==> config.mk <==
export PLATFORM = sky130hd
export DESIGN_NAME = smbh_master
export DESIGN_NICKNAME = d
export VERILOG_FILES = /design/src/inc/smbh_pkg.sv /design/src/core/smbh_line_sync.sv /design/src/core/smbh_master.sv
export SDC_FILE = /design/constraint.sdc
export NUM_CORES = 1
export LEC_CHECK = 0
export ABC_AREA = 1
export BUFFER_PORTS_ARGS = -buffer_cell sky130_fd_sc_hd__clkbuf_2
export CAP_MARGIN = 10
export CORE_MARGIN = 2
export CORE_UTILIZATION = 30
export DETAILED_ROUTE_END_ITERATION = 16
export GPL_TIMING_DRIVEN = 1
export PLACE_DENSITY_LB_ADDON = 0.08
export SLEW_MARGIN = 5
export SYNTH_ARGS = -nofsm -noshare
export SYNTH_HDL_FRONTEND = slang
export SYNTH_SLANG_ARGS = --single-unit
==> constraint.sdc <==
create_clock -name I_CLK -period 1.6 [get_ports I_CLK]
set_input_delay 0.08 -clock I_CLK [delete_from_list [all_inputs] [get_ports I_CLK]]
set_output_delay 0.08 -clock I_CLK [all_outputs]
set_load 0.005 [all_outputs]
==> src/inc/smbh_pkg.sv <==
// Constants, commands and states of the two-wire bus master controller.
// Assumes a 10 MHz system clock; no bus of its own toward software.
package smbh_pkg;

    // ==========================================================
    // Timing
    localparam int CLK_PERIOD_NS   = 100;
    localparam int NS_PER_MS       = 1000000;
    localparam int LOW_TIMEOUT_MS  = 25;
    // Least time: rounded up
    localparam int LOW_TIMEOUT_CYC =
        (LOW_TIMEOUT_MS * NS_PER_MS + CLK_PERIOD_NS - 1) / CLK_PERIOD_NS;
    localparam int RESET_LIMIT_MS  = 10;
    // Longest time: rounded down
    localparam int RESET_LIMIT_CYC =
        (RESET_LIMIT_MS * NS_PER_MS) / CLK_PERIOD_NS;
    localparam int BIT_RATE_DIV    = 20;
    localparam int TICK_CYC_DEF    = 10;
    localparam int FREE_TICKS      = 10;
    localparam int SDA_HOLD_CYC    = 3;

    // ==========================================================
    // Byte layout
    localparam int         BYTE_BITS    = 8;
    localparam logic [3:0] ACK_SLOT     = 4'h8;
    localparam int         ADDR_DIR_BIT = 0;
    localparam logic       DIR_READ     = 1'b1;
    localparam logic       DIR_WRITE    = 1'b0;

    // ==========================================================
    // Commands and states
    typedef enum logic [1:0] {
        SMBH_CMD_START = 2'b00,
        SMBH_CMD_WRITE = 2'b01,
        SMBH_CMD_READ  = 2'b10,
        SMBH_CMD_STOP  = 2'b11
    } smbh_cmd_e;

    typedef enum logic [3:0] {
        ST_IDLE      = 4'b0000,
        ST_WAIT_FREE = 4'b0001,
        ST_START_A   = 4'b0010,
        ST_START_B   = 4'b0011,
        ST_HOLD      = 4'b0100,
        ST_BIT_LOW   = 4'b0101,
        ST_BIT_HIGH  = 4'b0110,
        ST_STOP_A    = 4'b0111,
        ST_STOP_B    = 4'b1000,
        ST_RS_A      = 4'b1001,
        ST_RS_B      = 4'b1010
    } smbh_st_e;

endpackage

==> src/core/smbh_line_sync.sv <==
// Synchronises the two bus lines and finds START and STOP on them.
// Assumes both lines idle high; inputs are asynchronous pin levels.
`timescale 1ns/1ps
module smbh_line_sync (
    // Clock and reset
    input  wire logic clk,
    input  wire logic reset,
    // Pins
    input  wire logic scl_in,
    input  wire logic sda_in,
    // Synchronised view
    output logic      scl_s,
    output logic      sda_s,
    output logic      start_det,
    output logic      stop_det
);
    logic [1:0] scl_ff_q;
    logic [1:0] sda_ff_q;
    logic       sda_prev_q;

    // ==========================================================
    // Two-stage synchronisers, idle value high
    always_ff @(posedge clk) begin
        if (reset) begin
            scl_ff_q <= 2'h3;
            sda_ff_q <= 2'h3;
        end else begin
            scl_ff_q <= {scl_ff_q[0], scl_in};
            sda_ff_q <= {sda_ff_q[0], sda_in};
        end
    end

    always_ff @(posedge clk) begin
        if (reset) begin
            sda_prev_q <= 1'b1;
        end else begin
            sda_prev_q <= sda_ff_q[1];
        end
    end

    assign scl_s = scl_ff_q[1];
    assign sda_s = sda_ff_q[1];

    // ==========================================================
    // SDA moving while SCL is high marks START or STOP
    assign start_det = scl_s && sda_prev_q && !sda_s;
    assign stop_det  = scl_s && !sda_prev_q && sda_s;

endmodule // smbh_line_sync

==> src/core/smbh_master.sv <==
// Two-wire bus master that drives an SMBus/I2C-compatible device.
// Assumes open-drain SCL and SDA with pull-ups outside this block.
// Overview of operation
// - START, address plus direction, data, STOP
// - Direction bit one reads, zero writes
// - Receiver pulls SDA low in ninth pulse
// - Write: byte then wait slave acknowledge
// - Read: slave byte then master acknowledge
// - Master ends transfer with STOP
// - Sender owns SDA; receiver owns acknowledge
// - Master starts transfers, supplies all clocks
// - Slave may stretch; master waits SCL high
// - SCL low over 25 ms resets communication
// - Software sets timer for 25 ms; here TIMEOUT_CYC fixes it and I_SCL_LOW_TIMEOUT_EN only enables it
// - Lines only pulled low or released
`timescale 1ns/1ps
module smbh_master
    import smbh_pkg::*;
#(
    parameter int TICK_CYC    = TICK_CYC_DEF,
    parameter int TIMEOUT_CYC = LOW_TIMEOUT_CYC
) (
    // Clock and reset
    input  wire logic       I_CLK,
    input  wire logic       I_RESET,
    // Configuration
    input  wire logic       I_ENABLE,
    input  wire logic       I_SCL_LOW_TIMEOUT_EN,
    input  wire logic       I_BUS_FREE_TIMEOUT_EN,
    // Command port
    input  wire logic       I_CMD_VALID,
    input  wire logic [1:0] I_CMD,
    input  wire logic [7:0] I_WDATA,
    input  wire logic       I_NACK,
    output logic            O_CMD_READY,
    output logic            O_DONE,
    output logic [7:0]      O_RDATA,
    output logic            O_ACK_IN,
    output logic            O_ARB_LOST,
    output logic            O_TIMEOUT,
    output logic            O_BUS_BUSY,
    output logic            O_READ_MODE,
    // Bus pins
    input  wire logic       I_SCL,
    output logic            O_SCL_O,
    output logic            O_SCL_OE,
    input  wire logic       I_SDA,
    output logic            O_SDA_O,
    output logic            O_SDA_OE
);
    localparam int PW = $clog2(TICK_CYC + 1);
    localparam int TW = $clog2(TIMEOUT_CYC + 1);
    localparam int FW = $clog2(FREE_TICKS * TICK_CYC + 2);
    localparam logic [PW-1:0] TICK_LAST = PW'(TICK_CYC - 1);
    localparam logic [PW-1:0] HOLD_AT   = PW'(SDA_HOLD_CYC);
    localparam logic [TW-1:0] TO_LAST   = TW'(TIMEOUT_CYC - 1);
    localparam logic [FW-1:0] FREE_AT   = FW'(FREE_TICKS * TICK_CYC + 1);

    // Two ticks must span at least BIT_RATE_DIV cycles and SDA must settle inside low
    initial begin
        if (2 * TICK_CYC < BIT_RATE_DIV || TICK_CYC <= SDA_HOLD_CYC)
            $error("TICK_CYC too small");
        if (TIMEOUT_CYC < 2)
            $error("TIMEOUT_CYC too small");
    end

    smbh_st_e       st_q;
    smbh_st_e       st_d;
    logic [PW-1:0]  ph_q;
    logic [3:0]     bit_q;
    logic [7:0]     shift_q;
    logic           rd_op_q;
    logic           nack_q;
    logic           first_q;
    logic [TW-1:0]  low_cnt_q;
    logic [FW-1:0]  free_cnt_q;
    logic           scl_s;
    logic           sda_s;
    logic           start_det;
    logic           stop_det;
    logic           cnt_en;
    logic           tick;
    logic           take;
    logic           timeout;
    logic           arb_lose;
    logic           tx_bit;

    smbh_line_sync u_sync (
        .clk       (I_CLK),
        .reset     (I_RESET),
        .scl_in    (I_SCL),
        .sda_in    (I_SDA),
        .scl_s     (scl_s),
        .sda_s     (sda_s),
        .start_det (start_det),
        .stop_det  (stop_det)
    );

    // Whether this end pulls SDA low for the given bit slot
    function automatic logic pull_low(input logic rd, input logic [3:0] b,
                                      input logic msb, input logic nack);
        if (b == ACK_SLOT)
            pull_low = rd && !nack;
        else
            pull_low = !rd && !msb;
    endfunction

    // ==========================================================
    // Phase divider: ST_BIT_HIGH, ST_STOP_B and ST_RS_B count only once SCL reads high; ST_START_A always counts
    assign cnt_en = (st_q == ST_BIT_HIGH || st_q == ST_STOP_B ||
                     st_q == ST_RS_B) ? scl_s : 1'b1;
    assign tick = cnt_en && (ph_q == TICK_LAST);
    assign take = O_CMD_READY && I_CMD_VALID;
    assign tx_bit = !rd_op_q && (bit_q != ACK_SLOT);
    assign timeout = I_SCL_LOW_TIMEOUT_EN && !scl_s &&
                     (low_cnt_q == TO_LAST);
    // Released SDA seen low while sending means another master won
    assign arb_lose = (st_q == ST_BIT_HIGH) && tick && tx_bit &&
                      !O_SDA_OE && !sda_s;
    assign O_CMD_READY = I_ENABLE &&
                         (st_q == ST_IDLE || st_q == ST_HOLD);
    assign O_SCL_O = 1'b0;
    assign O_SDA_O = 1'b0;

    // ==========================================================
    // Sequencer
    always_comb begin
        st_d = st_q;
        case (st_q)
            ST_IDLE: begin
                if (take && I_CMD == SMBH_CMD_START)
                    st_d = ST_WAIT_FREE;
            end
            ST_WAIT_FREE: begin
                if (!O_BUS_BUSY && scl_s && sda_s)
                    st_d = ST_START_A;
            end
            ST_START_A: if (tick) st_d = ST_START_B;
            ST_START_B: if (tick) st_d = ST_HOLD;
            ST_HOLD: begin
                if (take) begin
                    case (I_CMD)
                        SMBH_CMD_START: st_d = ST_RS_A;
                        SMBH_CMD_STOP:  st_d = ST_STOP_A;
                        default:        st_d = ST_BIT_LOW;
                    endcase
                end
            end
            ST_BIT_LOW: if (tick) st_d = ST_BIT_HIGH;
            ST_BIT_HIGH: begin
                if (arb_lose)
                    st_d = ST_IDLE;
                else if (tick)
                    st_d = (bit_q == ACK_SLOT) ? ST_HOLD : ST_BIT_LOW;
            end
            ST_STOP_A: if (tick) st_d = ST_STOP_B;
            ST_STOP_B: if (tick) st_d = ST_IDLE;
            ST_RS_A:   if (tick) st_d = ST_RS_B;
            ST_RS_B:   if (tick) st_d = ST_START_A;
            default:   st_d = ST_IDLE;
        endcase
        if (timeout || !I_ENABLE)
            st_d = ST_IDLE;
    end

    always_ff @(posedge I_CLK) begin
        if (I_RESET) st_q <= ST_IDLE;
        else         st_q <= st_d;
    end

    always_ff @(posedge I_CLK) begin
        if (I_RESET || st_d != st_q) ph_q <= '0;
        else if (cnt_en && ph_q != TICK_LAST) ph_q <= ph_q + 1'b1;
    end

    // ==========================================================
    // Line drivers, registered; only pull low or release
    always_ff @(posedge I_CLK) begin
        if (I_RESET) begin
            O_SCL_OE <= 1'b0;
        end else begin
            case (st_d)
                ST_START_B, ST_HOLD, ST_BIT_LOW, ST_STOP_A, ST_RS_A:
                    O_SCL_OE <= 1'b1;
                default:
                    O_SCL_OE <= 1'b0;
            endcase
        end
    end

    // Data, STOP and repeated-START levels on SDA change only a hold time after SCL fell
    always_ff @(posedge I_CLK) begin
        if (I_RESET) begin
            O_SDA_OE <= 1'b0;
        end else if (st_d == ST_IDLE || st_d == ST_WAIT_FREE) begin
            O_SDA_OE <= 1'b0;
        end else if (st_d == ST_START_A) begin
            O_SDA_OE <= 1'b1;
        end else if (st_q == ST_BIT_LOW && ph_q == HOLD_AT) begin
            O_SDA_OE <= pull_low(rd_op_q, bit_q, shift_q[7],
                                 nack_q);
        end else if (st_q == ST_STOP_A && ph_q == HOLD_AT) begin
            O_SDA_OE <= 1'b1;
        end else if (st_q == ST_RS_A && ph_q == HOLD_AT) begin
            O_SDA_OE <= 1'b0;
        end
    end

    // ==========================================================
    // Byte shifting and operation bookkeeping
    always_ff @(posedge I_CLK) begin
        if (I_RESET) begin
            shift_q <= 8'h00;
            bit_q   <= 4'h0;
            rd_op_q <= 1'b0;
            nack_q  <= 1'b0;
        end else if (st_q == ST_HOLD && take) begin
            shift_q <= I_WDATA;
            bit_q   <= 4'h0;
            rd_op_q <= (I_CMD == SMBH_CMD_READ);
            nack_q  <= I_NACK;
        end else if (st_q == ST_BIT_HIGH && tick) begin
            bit_q <= bit_q + 4'h1;
            if (bit_q != ACK_SLOT)
                shift_q <= {shift_q[6:0], sda_s};
        end
    end

    // The first byte after a START carries address and direction
    always_ff @(posedge I_CLK) begin
        if (I_RESET) begin
            first_q     <= 1'b0;
            O_READ_MODE <= DIR_WRITE;
        end else if (st_q == ST_START_B) begin
            first_q <= 1'b1;
        end else if (st_q == ST_HOLD && take) begin
            first_q <= 1'b0;
            if (first_q && I_CMD == SMBH_CMD_WRITE)
                O_READ_MODE <= (I_WDATA[ADDR_DIR_BIT] == DIR_READ);
        end
    end

    // ==========================================================
    // Results; the acknowledge is sampled while SCL is high
    always_ff @(posedge I_CLK) begin
        if (I_RESET) begin
            O_DONE     <= 1'b0;
            O_ARB_LOST <= 1'b0;
            O_TIMEOUT  <= 1'b0;
            O_RDATA    <= 8'h00;
            O_ACK_IN   <= 1'b0;
        end else begin
            O_DONE     <= (st_q == ST_START_B && tick) ||
                          (st_q == ST_STOP_B && tick) || arb_lose ||
                          (st_q == ST_BIT_HIGH && tick &&
                           bit_q == ACK_SLOT);
            O_ARB_LOST <= arb_lose;
            O_TIMEOUT  <= timeout;
            if (st_q == ST_BIT_HIGH && tick && bit_q == ACK_SLOT) begin
                O_ACK_IN <= !sda_s;
                if (rd_op_q)
                    O_RDATA <= shift_q;
            end
        end
    end

    // ==========================================================
    // Bus watch: SCL-low timer and busy/free tracking
    always_ff @(posedge I_CLK) begin
        if (I_RESET || scl_s || !I_SCL_LOW_TIMEOUT_EN) low_cnt_q <= '0;
        else if (low_cnt_q != TO_LAST) low_cnt_q <= low_cnt_q + 1'b1;
    end

    always_ff @(posedge I_CLK) begin
        if (I_RESET || !(scl_s && sda_s)) free_cnt_q <= '0;
        else if (free_cnt_q != FREE_AT) free_cnt_q <= free_cnt_q + 1'b1;
    end

    always_ff @(posedge I_CLK) begin
        if (I_RESET)
            O_BUS_BUSY <= 1'b0;
        else if (start_det)
            O_BUS_BUSY <= 1'b1;
        else if (stop_det || (I_BUS_FREE_TIMEOUT_EN &&
                              free_cnt_q == FREE_AT))
            O_BUS_BUSY <= 1'b0;
    end
endmodule // smbh_master

==> flow_metrics.env, run 1 <==
export IMPL_initialDrtViolationCount=65
export IMPL_grt_first_pass_wirelength_mm=17.56
export IMPL_die_w_um=112.8
export IMPL_grt_max_degree=22
export IMPL_htreeDepth=3
export IMPL_cts_tree="done"
export IMPL_die_area_um2=12730
export IMPL_power_uw=3993
export IMPL_finalHoldViolations=0
export IMPL_powerDensity_nw_per_um2=688.9
export IMPL_io_pins=38
export IMPL_rrSetupSlack_ns=-0.16
export IMPL_path_max_fanout=8
export IMPL_ant_nets=0
export IMPL_syn2layout_area_growth_pct=63.10
export IMPL_cts_max_path_buffers=2
export IMPL_yosysUniqueCellTypes=41
export IMPL_clock_sinks=69
export IMPL_slowest_delay_ns=0.37
export IMPL_crit_type="register to register"
export IMPL_yosysWarnings=0
export IMPL_end_kind="register"
export IMPL_violations="negative setup slack"
export IMPL_cap_violations=0
export IMPL_skew_ns=0.005922
export IMPL_timing_final_ws_setup_ns=-0.1640
export IMPL_grt_ovfl_total=0
export IMPL_drc=0
export IMPL_max_freq_ghz=0.5669
export IMPL_synth_seq_cells=69
export IMPL_vias=3757
export IMPL_min_path_type="primary input to register"
export IMPL_grt_pass1_vias=3741
export IMPL_required_ns=1.83
export IMPL_final_setup_tns_ns=-2.789
export IMPL_wl_per_cell_um=12.91
export IMPL_layout_nets=681
export IMPL_fin_crit_ns=1.764
export IMPL_io_buffers=35
export IMPL_seq_area_frac_synth_pct=38.87
export IMPL_vias_per_cell=4.685
export IMPL_yosys_most_used_dff="dfxtp_1"
export IMPL_start_util_pct=30.99
export IMPL_vdd_drop_max_mv=0.6743
export IMPL_maxSlewViolCount=0
export IMPL_cts_root_buffer="clkbuf_16"
export IMPL_async_flop_share_pct=0
export IMPL_firstDrtPassIters=4
export IMPL_die_h_um=112.8
export IMPL_path_common_cell="nand2_4"
export IMPL_grt_setup_unrepaired="yes"
export IMPL_cellLeakagePower_uw=0.002570
export IMPL_finalCritPeriodShare_pct=110.2
export IMPL_core_area_um2=11470
export IMPL_status="finished, violations left"
export IMPL_synth_edff_count=0
export IMPL_n_antenna_cell=0
export IMPL_synthCells=488
export IMPL_gp_congestion=0.8676
export IMPL_clock_latency_ns=0.34
export IMPL_syn_area_per_cell_um2=7.282
export IMPL_clk_pin_slew_ns=0.06
export IMPL_cts_buffers=9
export IMPL_start_kind="register"
export IMPL_antenna_found_initial=0
export IMPL_slowest_stage="dfxtp_4"
export IMPL_grtUsageTotal_pct=17.23
export IMPL_totalWireLength_mm=10.35
export IMPL_setup_violations=31
export IMPL_crit_chain="inv_6 -> nor2_4 -> nand2_4 -> nand2_4 -> nand2_4 -> nand2_8 -> nor2_8 -> buf_12 -> nand4_4 -> nor2_4 -> buf_12 -> buf_16 -> a21oi_1"
export IMPL_hpwl_mm=7.442
export IMPL_arrival_ns=1.99
export IMPL_rows=39
export IMPL_drive_gt1_share_pct=48.86
export IMPL_synthesis_area_um2=3553
-- registers in the layout, indices dropped and copies added (netlist names) --
name / cells
O_BUS_BUSY: 1
free_cnt_q: 7
shift_q: 8
rd_op_q: 1
O_SCL_OE: 1
first_q: 1
bit_q: 4
u_sync.sda_prev_q: 1
ph_q: 4
O_SDA_OE: 1
nack_q: 1
O_DONE: 1
st_q: 4
O_ACK_IN: 1
u_sync.sda_ff_q: 2
u_sync.scl_ff_q: 2
O_TIMEOUT: 1
O_ARB_LOST: 1
O_RDATA: 8
low_cnt_q: 18
O_READ_MODE: 1
-- layout make-up --
type / instances / area, µm²
repair buffers: 167 / 1326
multi-input cells: 334 / 2278
clock inverters: 5 / 60.06
flip-flops and latches: 69 / 1408
fillers: 1108 / 5672
well taps: 143 / 178.9
clock buffers: 10 / 239.0
inverters: 74 / 305.3
-- logic make-up (layout without fill, tap and decap cells) --
kind of cell | after synthesis | after routing | share of synthesized area [%]
other cells | 1 | 2 | 0.1055
compound gates | 82 | 82 | 13.59
buf+inv | 86 | 256 | 9.753
simple gates | 235 | 235 | 33.24
flops | 69 | 69 | 38.87
xor+xnor | 8 | 8 | 1.972
fa+ha+maj | 7 | 7 | 2.465
-- critical path, delay by kind of cell, from the launching register on --
kind                   cells  cell delay [ns]
AOI/OAI and AO/OA          1             0.07
DFF                        1             0.37
buffers and inverters      4             0.45
and+or+nand+nor            8             0.76
-- final timing paths --
check | startpoint | to | cells after the start
worst max-delay path | st_q[1] | O_RDATA[2] | 13
worst max register to register | st_q[1] | O_RDATA[2] | 13
worst min-delay path | I_WDATA[4] | shift_q[4] | 3
worst min register to register | u_sync.scl_ff_q[0] | u_sync.scl_ff_q[1] | 1
-- metal layers --
metal	up-vias	routed length (µm)	track usage, %
li1	1950	-	-
met4	0	249	6.585
met3	21	304	4.392
met2	52	5185	28.82
met5	-	0	0
met1	1734	4612	21.35
-- metrics by stage --
step | utilization [%] | setup WS [ns] | hold slack (ns) | cell area (µm²) | std cells
2_1_floorplan | - | -0.02805 | 0.1838 | 3612 | 489
5_1_grt | 50.54 | -0.2897 | 0.03979 | 5796 | 802
3_5_place_dp | 40.51 | -0.3277 | 0.2782 | 4646 | 750
6_report | 50.54 | -0.1640 | 0.04596 | 5796 | 802
3_3_place_gp | 40.51 | -0.2959 | 0.2934 | 4646 | 750
4_1_cts | 46.92 | -0.1312 | 0.03897 | 5380 | 790
-- cells in the final DEF (no fill, tap or decap), drive strengths merged, types with 5 or more instances in the layout --
cell type,count
a211oi,17
a21oi,38
buf,128
clkbuf,45
dfxtp,69
ha,7
inv,75
nand2,81
nand3,28
nand4,14
nor2,73
nor3,20
nor4,6
o21ai,21
or2,6
xor2,5
-- power by group --
part | internal [µW] | switching (µW) | leakage (µW) | total [µW]
clock | 1240 | 789 | 0.000141 | 2030
combinational | 95.4 | 119 | 0.00187 | 214
sequential | 1730 | 15.1 | 0.000564 | 1750
total | 3070 | 923 | 0.00257 | 3990
-- repair_timing --
| item | in CTS | in global routing |
|---|---|---|
| resized for setup | 65 | 94 |
| endpoints found under the setup margin | 43 | 47 |
| gates cloned | 1 | 0 |
| hold endpoints to repair | 4 | 0 |
| hold buffers | 4 | 0 |
| buffers inserted | 20 | 16 |
| pin swaps | 25 | 42 |
-- synth_stat cells (5+ instances only) --
cell type	count	share of area [%]
xor2_1	5	1.2
nand2_2	5	0.88
ha_1	7	2.5
o21ai_0	18	2.5
a211oi_1	16	3.4
inv_1	71	7.5
nor3_1	19	2.7
nand3_1	25	3.5
nor2_1	65	6.9
nand4_1	13	2.3
a21oi_1	37	5.2
dfxtp_1	69	39
or2_2	6	1.1
nor4_1	5	0.88
nand2_1	71	7.5
Power figures use the tool's default switching activity.
==> run 2, diff against run 1 <==
--- a/config.mk
+++ b/config.mk
@@ -5,7 +5,7 @@
 export SDC_FILE = /design/constraint.sdc
 export NUM_CORES = 1
 export LEC_CHECK = 0
-export ABC_AREA = 1
+export ABC_AREA = 0
 export BUFFER_PORTS_ARGS = -buffer_cell sky130_fd_sc_hd__clkbuf_2
 export CAP_MARGIN = 10
 export CORE_MARGIN = 2
==> constraint.sdc (replaced) <==
create_clock -name I_CLK -period 1.9 [get_ports I_CLK]
set_input_delay 0.095 -clock I_CLK [delete_from_list [all_inputs] [get_ports I_CLK]]
set_output_delay 0.095 -clock I_CLK [all_outputs]
set_load 0.005 [all_outputs]
==> run 2 against run 1 <==
  * The flow still finishes with violations (negative setup slack)
  * Worst hold slack worse by 0.023 ns
  * Critical path depth shrank 7
  * Clock-buffer cell count increased by 1
  * Maximum frequency shrank 17%
  * Routed wire length decreased by 12%
  * Clock skew barely moved
  * First-iteration DRC count increased to 3.2 times the previous value
  * Clock power down 15%
  * Cell area is 15% lower
  * Largest cell class unchanged
==> flow_metrics.env, run 2 <==
export IMPL_status="finished, violations left"
export IMPL_violations="negative setup slack"
export IMPL_firstDrtPassIters=4
export IMPL_setup_violations=5
export IMPL_regMostFlops="low_cnt_q"
export IMPL_place_inst=637
export IMPL_drc=0
export IMPL_start_kind="register"
export IMPL_io_pins=38
export IMPL_end_kind="register"
export IMPL_final_cell_mix="87 x buf_4, 65 x dfxtp_1, 48 x nor2_1"
export IMPL_synth_compound_area_share_pct=14.91
export IMPL_syn2layout_area_growth_pct=43.16
export IMPL_yosys_most_used_dff="dfxtp_1"
export IMPL_die_h_um=111.0
export IMPL_cts_tree="done"
export IMPL_final_cells=663
export IMPL_powerDensity_nw_per_um2=694.7
export IMPL_cellLeakagePower_uw=0.001981
export IMPL_place_ws_ns=-0.2419
export IMPL_vdd_drop_max_mv=0.6443
export IMPL_fin_crit_ns=2.116
export IMPL_maxSlewViolCount=0
export IMPL_seq_area_frac_synth_pct=40.25
export IMPL_die_w_um=111.0
export IMPL_rrSetupSlack_ns=-0.22
export IMPL_synth_top_cell_by_area="dfxtp_1"
export IMPL_synth_seq_cells=69
export IMPL_core_area_um2=11270
export IMPL_skew_ns=0.005652
export IMPL_largest_reg_flops=18
export IMPL_muxShareOfSynthArea_pct=3.500
export IMPL_yosysUniqueCellTypes=63
export IMPL_hpwl_mm=6.685
export IMPL_vias_per_cell=4.792
export IMPL_holdPathStages=3
export IMPL_rows=39
export IMPL_grt_first_pass_wirelength_mm=15.44
export IMPL_fillers=1133
export IMPL_totalWireLength_mm=9.116
export IMPL_initialDrtViolationCount=209
export IMPL_crit_type="register to register"
export IMPL_top_layer="met4"
export IMPL_reg_top3="low_cnt_q x18, O_RDATA x8, shift_q x8"
export IMPL_yosys_area_top_type_share_pct=40.25
export IMPL_wl_per_cell_um=13.75
export IMPL_htreeDepth=3
export IMPL_regToRegStartpoint="low_cnt_q[8]"
export IMPL_cts_buffers=9
export IMPL_grt_ovfl_total=0
export IMPL_cap_violations=0
export IMPL_r2r_end="ph_q[1]"
export IMPL_synthXorXnorAreaFrac_pct=6.635
export IMPL_clk_pin_slew_ns=0.06
export IMPL_n_antenna_cell=0
export IMPL_relSlewSlack_pct=66.70
export IMPL_synth_area_top_cells="dfxtp_1 40%, nor2_1 5.2%, xor2_1 4.6%, mux2i_1 3.5%, nand2_1 3.5%"
export IMPL_min_delay_start="I_WDATA[0]"
export IMPL_grtUsageTotal_pct=15.67
export IMPL_grt_pass1_vias=3175
export IMPL_drive_gt1_share_pct=36.15
export IMPL_drt_met1_wl_mm=4.473
export IMPL_arrival_ns=2.36
export IMPL_cts_root_buffer="clkbuf_16"
export IMPL_grt_setup_unrepaired="yes"
export IMPL_synth_top_family_by_area="simple AND/OR/NAND/NOR gates"
export IMPL_ant_nets=0
export IMPL_finalHoldViolations=0
export IMPL_holdPathEnd="O_READ_MODE"
export IMPL_worst_pin_slew_ns=0.4977
export IMPL_syn_area_per_cell_um2=8.755
export IMPL_vias=3177
export IMPL_reg2regPathDepth=6
export IMPL_met2_length_mm=3.992
export IMPL_max_freq_ghz=0.4726
export IMPL_async_flop_share_pct=0
export IMPL_clock_sinks=69
export IMPL_clock_latency_ns=0.34
export IMPL_synthesis_area_um2=3432
export IMPL_synthTopCellsByCount="69 x dfxtp_1, 48 x nor2_1, 32 x nand2_1"
export IMPL_die_area_um2=12310
export IMPL_synthSimpleGateAreaFrac_pct=27.82
export IMPL_layout_nets=541
export IMPL_synthCells=392
export IMPL_start_util_pct=30.45
export IMPL_synth_edff_count=0
export IMPL_layout_commonest_cell="buf_4"
export IMPL_yosysMostFrequentCell="dfxtp_1"
export IMPL_cts_max_path_buffers=2
export IMPL_gp_congestion=0.9226
export IMPL_antenna_found_initial=0
export IMPL_io_buffers=35
export IMPL_min_path_type="primary input to register"
export IMPL_wl_met3_um=489
export IMPL_timing_final_ws_setup_ns=-0.2159
export IMPL_yosysWarnings=0
export IMPL_finalCritPeriodShare_pct=111.4
export IMPL_grt_max_degree=36
export IMPL_path_max_fanout=4
export IMPL_required_ns=2.14
export IMPL_synthAdderAreaFrac_pct=2.552
[run 2: final cells by class]
class	count	area [µm²]	share of cell area, %
multi-input combinational	292	2048	41.69
sequential	69	1386	28.21
timing repair buffer	131	943.4	19.20
clock buffer	11	252.7	5.144
tap	143	178.9	3.641
clock inverter	5	58.81	1.197
inverter	12	45.04	0.9167
[run 2: layer usage]
layer,global-route usage [%],vias to the layer above
met5,0,-
met4,5.500,0
met3,4.975,12
met2,24.17,68
met1,20.66,1458
li1,-,1639
[run 2: kinds of logic (layout without fill, tap and decap cells)]
kind of cell,after synthesis,count (layout)
simple gates,177,177
compound gates,68,68
mux,12,12
buf+inv,32,159
other cells,1,2
fa+ha+maj,7,7
flops,69,69
xor+xnor,26,26
[run 2: timing repair]
item | CTS | global route
gates resized for setup | 4 | 21
setup endpoints to repair | 6 | 26
setup buffers | 3 | 4
pin swaps | 4 | 8
endpoints found under the hold margin | 3 | 0
hold buffers | 3 | 0
[run 2: power breakdown]
part	internal, µW	leakage, µW	switching (µW)
clock	1090	0.000148	641
combinational	107	0.00127	95.8
sequential	1470	0.000560	18.0
[run 2: how the worst max path moves through the flow]
stage	end	from	slack (ns)
floorplan	ph_q[1]	low_cnt_q[6]	-0.19
global placement	ph_q[1]	low_cnt_q[6]	-0.19
detailed placement	ph_q[1]	low_cnt_q[6]	-0.24
CTS	ph_q[1]	low_cnt_q[6]	-0.24
global route	ph_q[1]	low_cnt_q[8]	-0.34
finish	ph_q[1]	low_cnt_q[8]	-0.22
[run 2: critical path, cell delays in order (launching register included)]
cell and delay, ns:
dfxtp_2 0.31, or4b_4 0.55, nor4_4 0.32, a21o_4 0.20
mux2i_4 0.25, o2111ai_4 0.18, a2111oi_4 0.21
[run 2: metrics by stage]
step | cell area, µm² | total power (µW) | TNS [ns] | hold slack [ns] | utilization (%)
after floorplan | 3476 | 1612 | -0.6203 | 0.1988 | -
after global placement | 4400 | 1697 | -0.9126 | 0.2790 | 39.04
after detailed placement | 4400 | 1699 | -1.062 | 0.2849 | 39.04
after CTS | 4783 | 3464 | -0.9984 | 0.01130 | 42.44
after global routing | 4913 | 3554 | -1.617 | 0.04652 | 43.59
final | 4913 | 3413 | -0.9300 | 0.02305 | 43.59
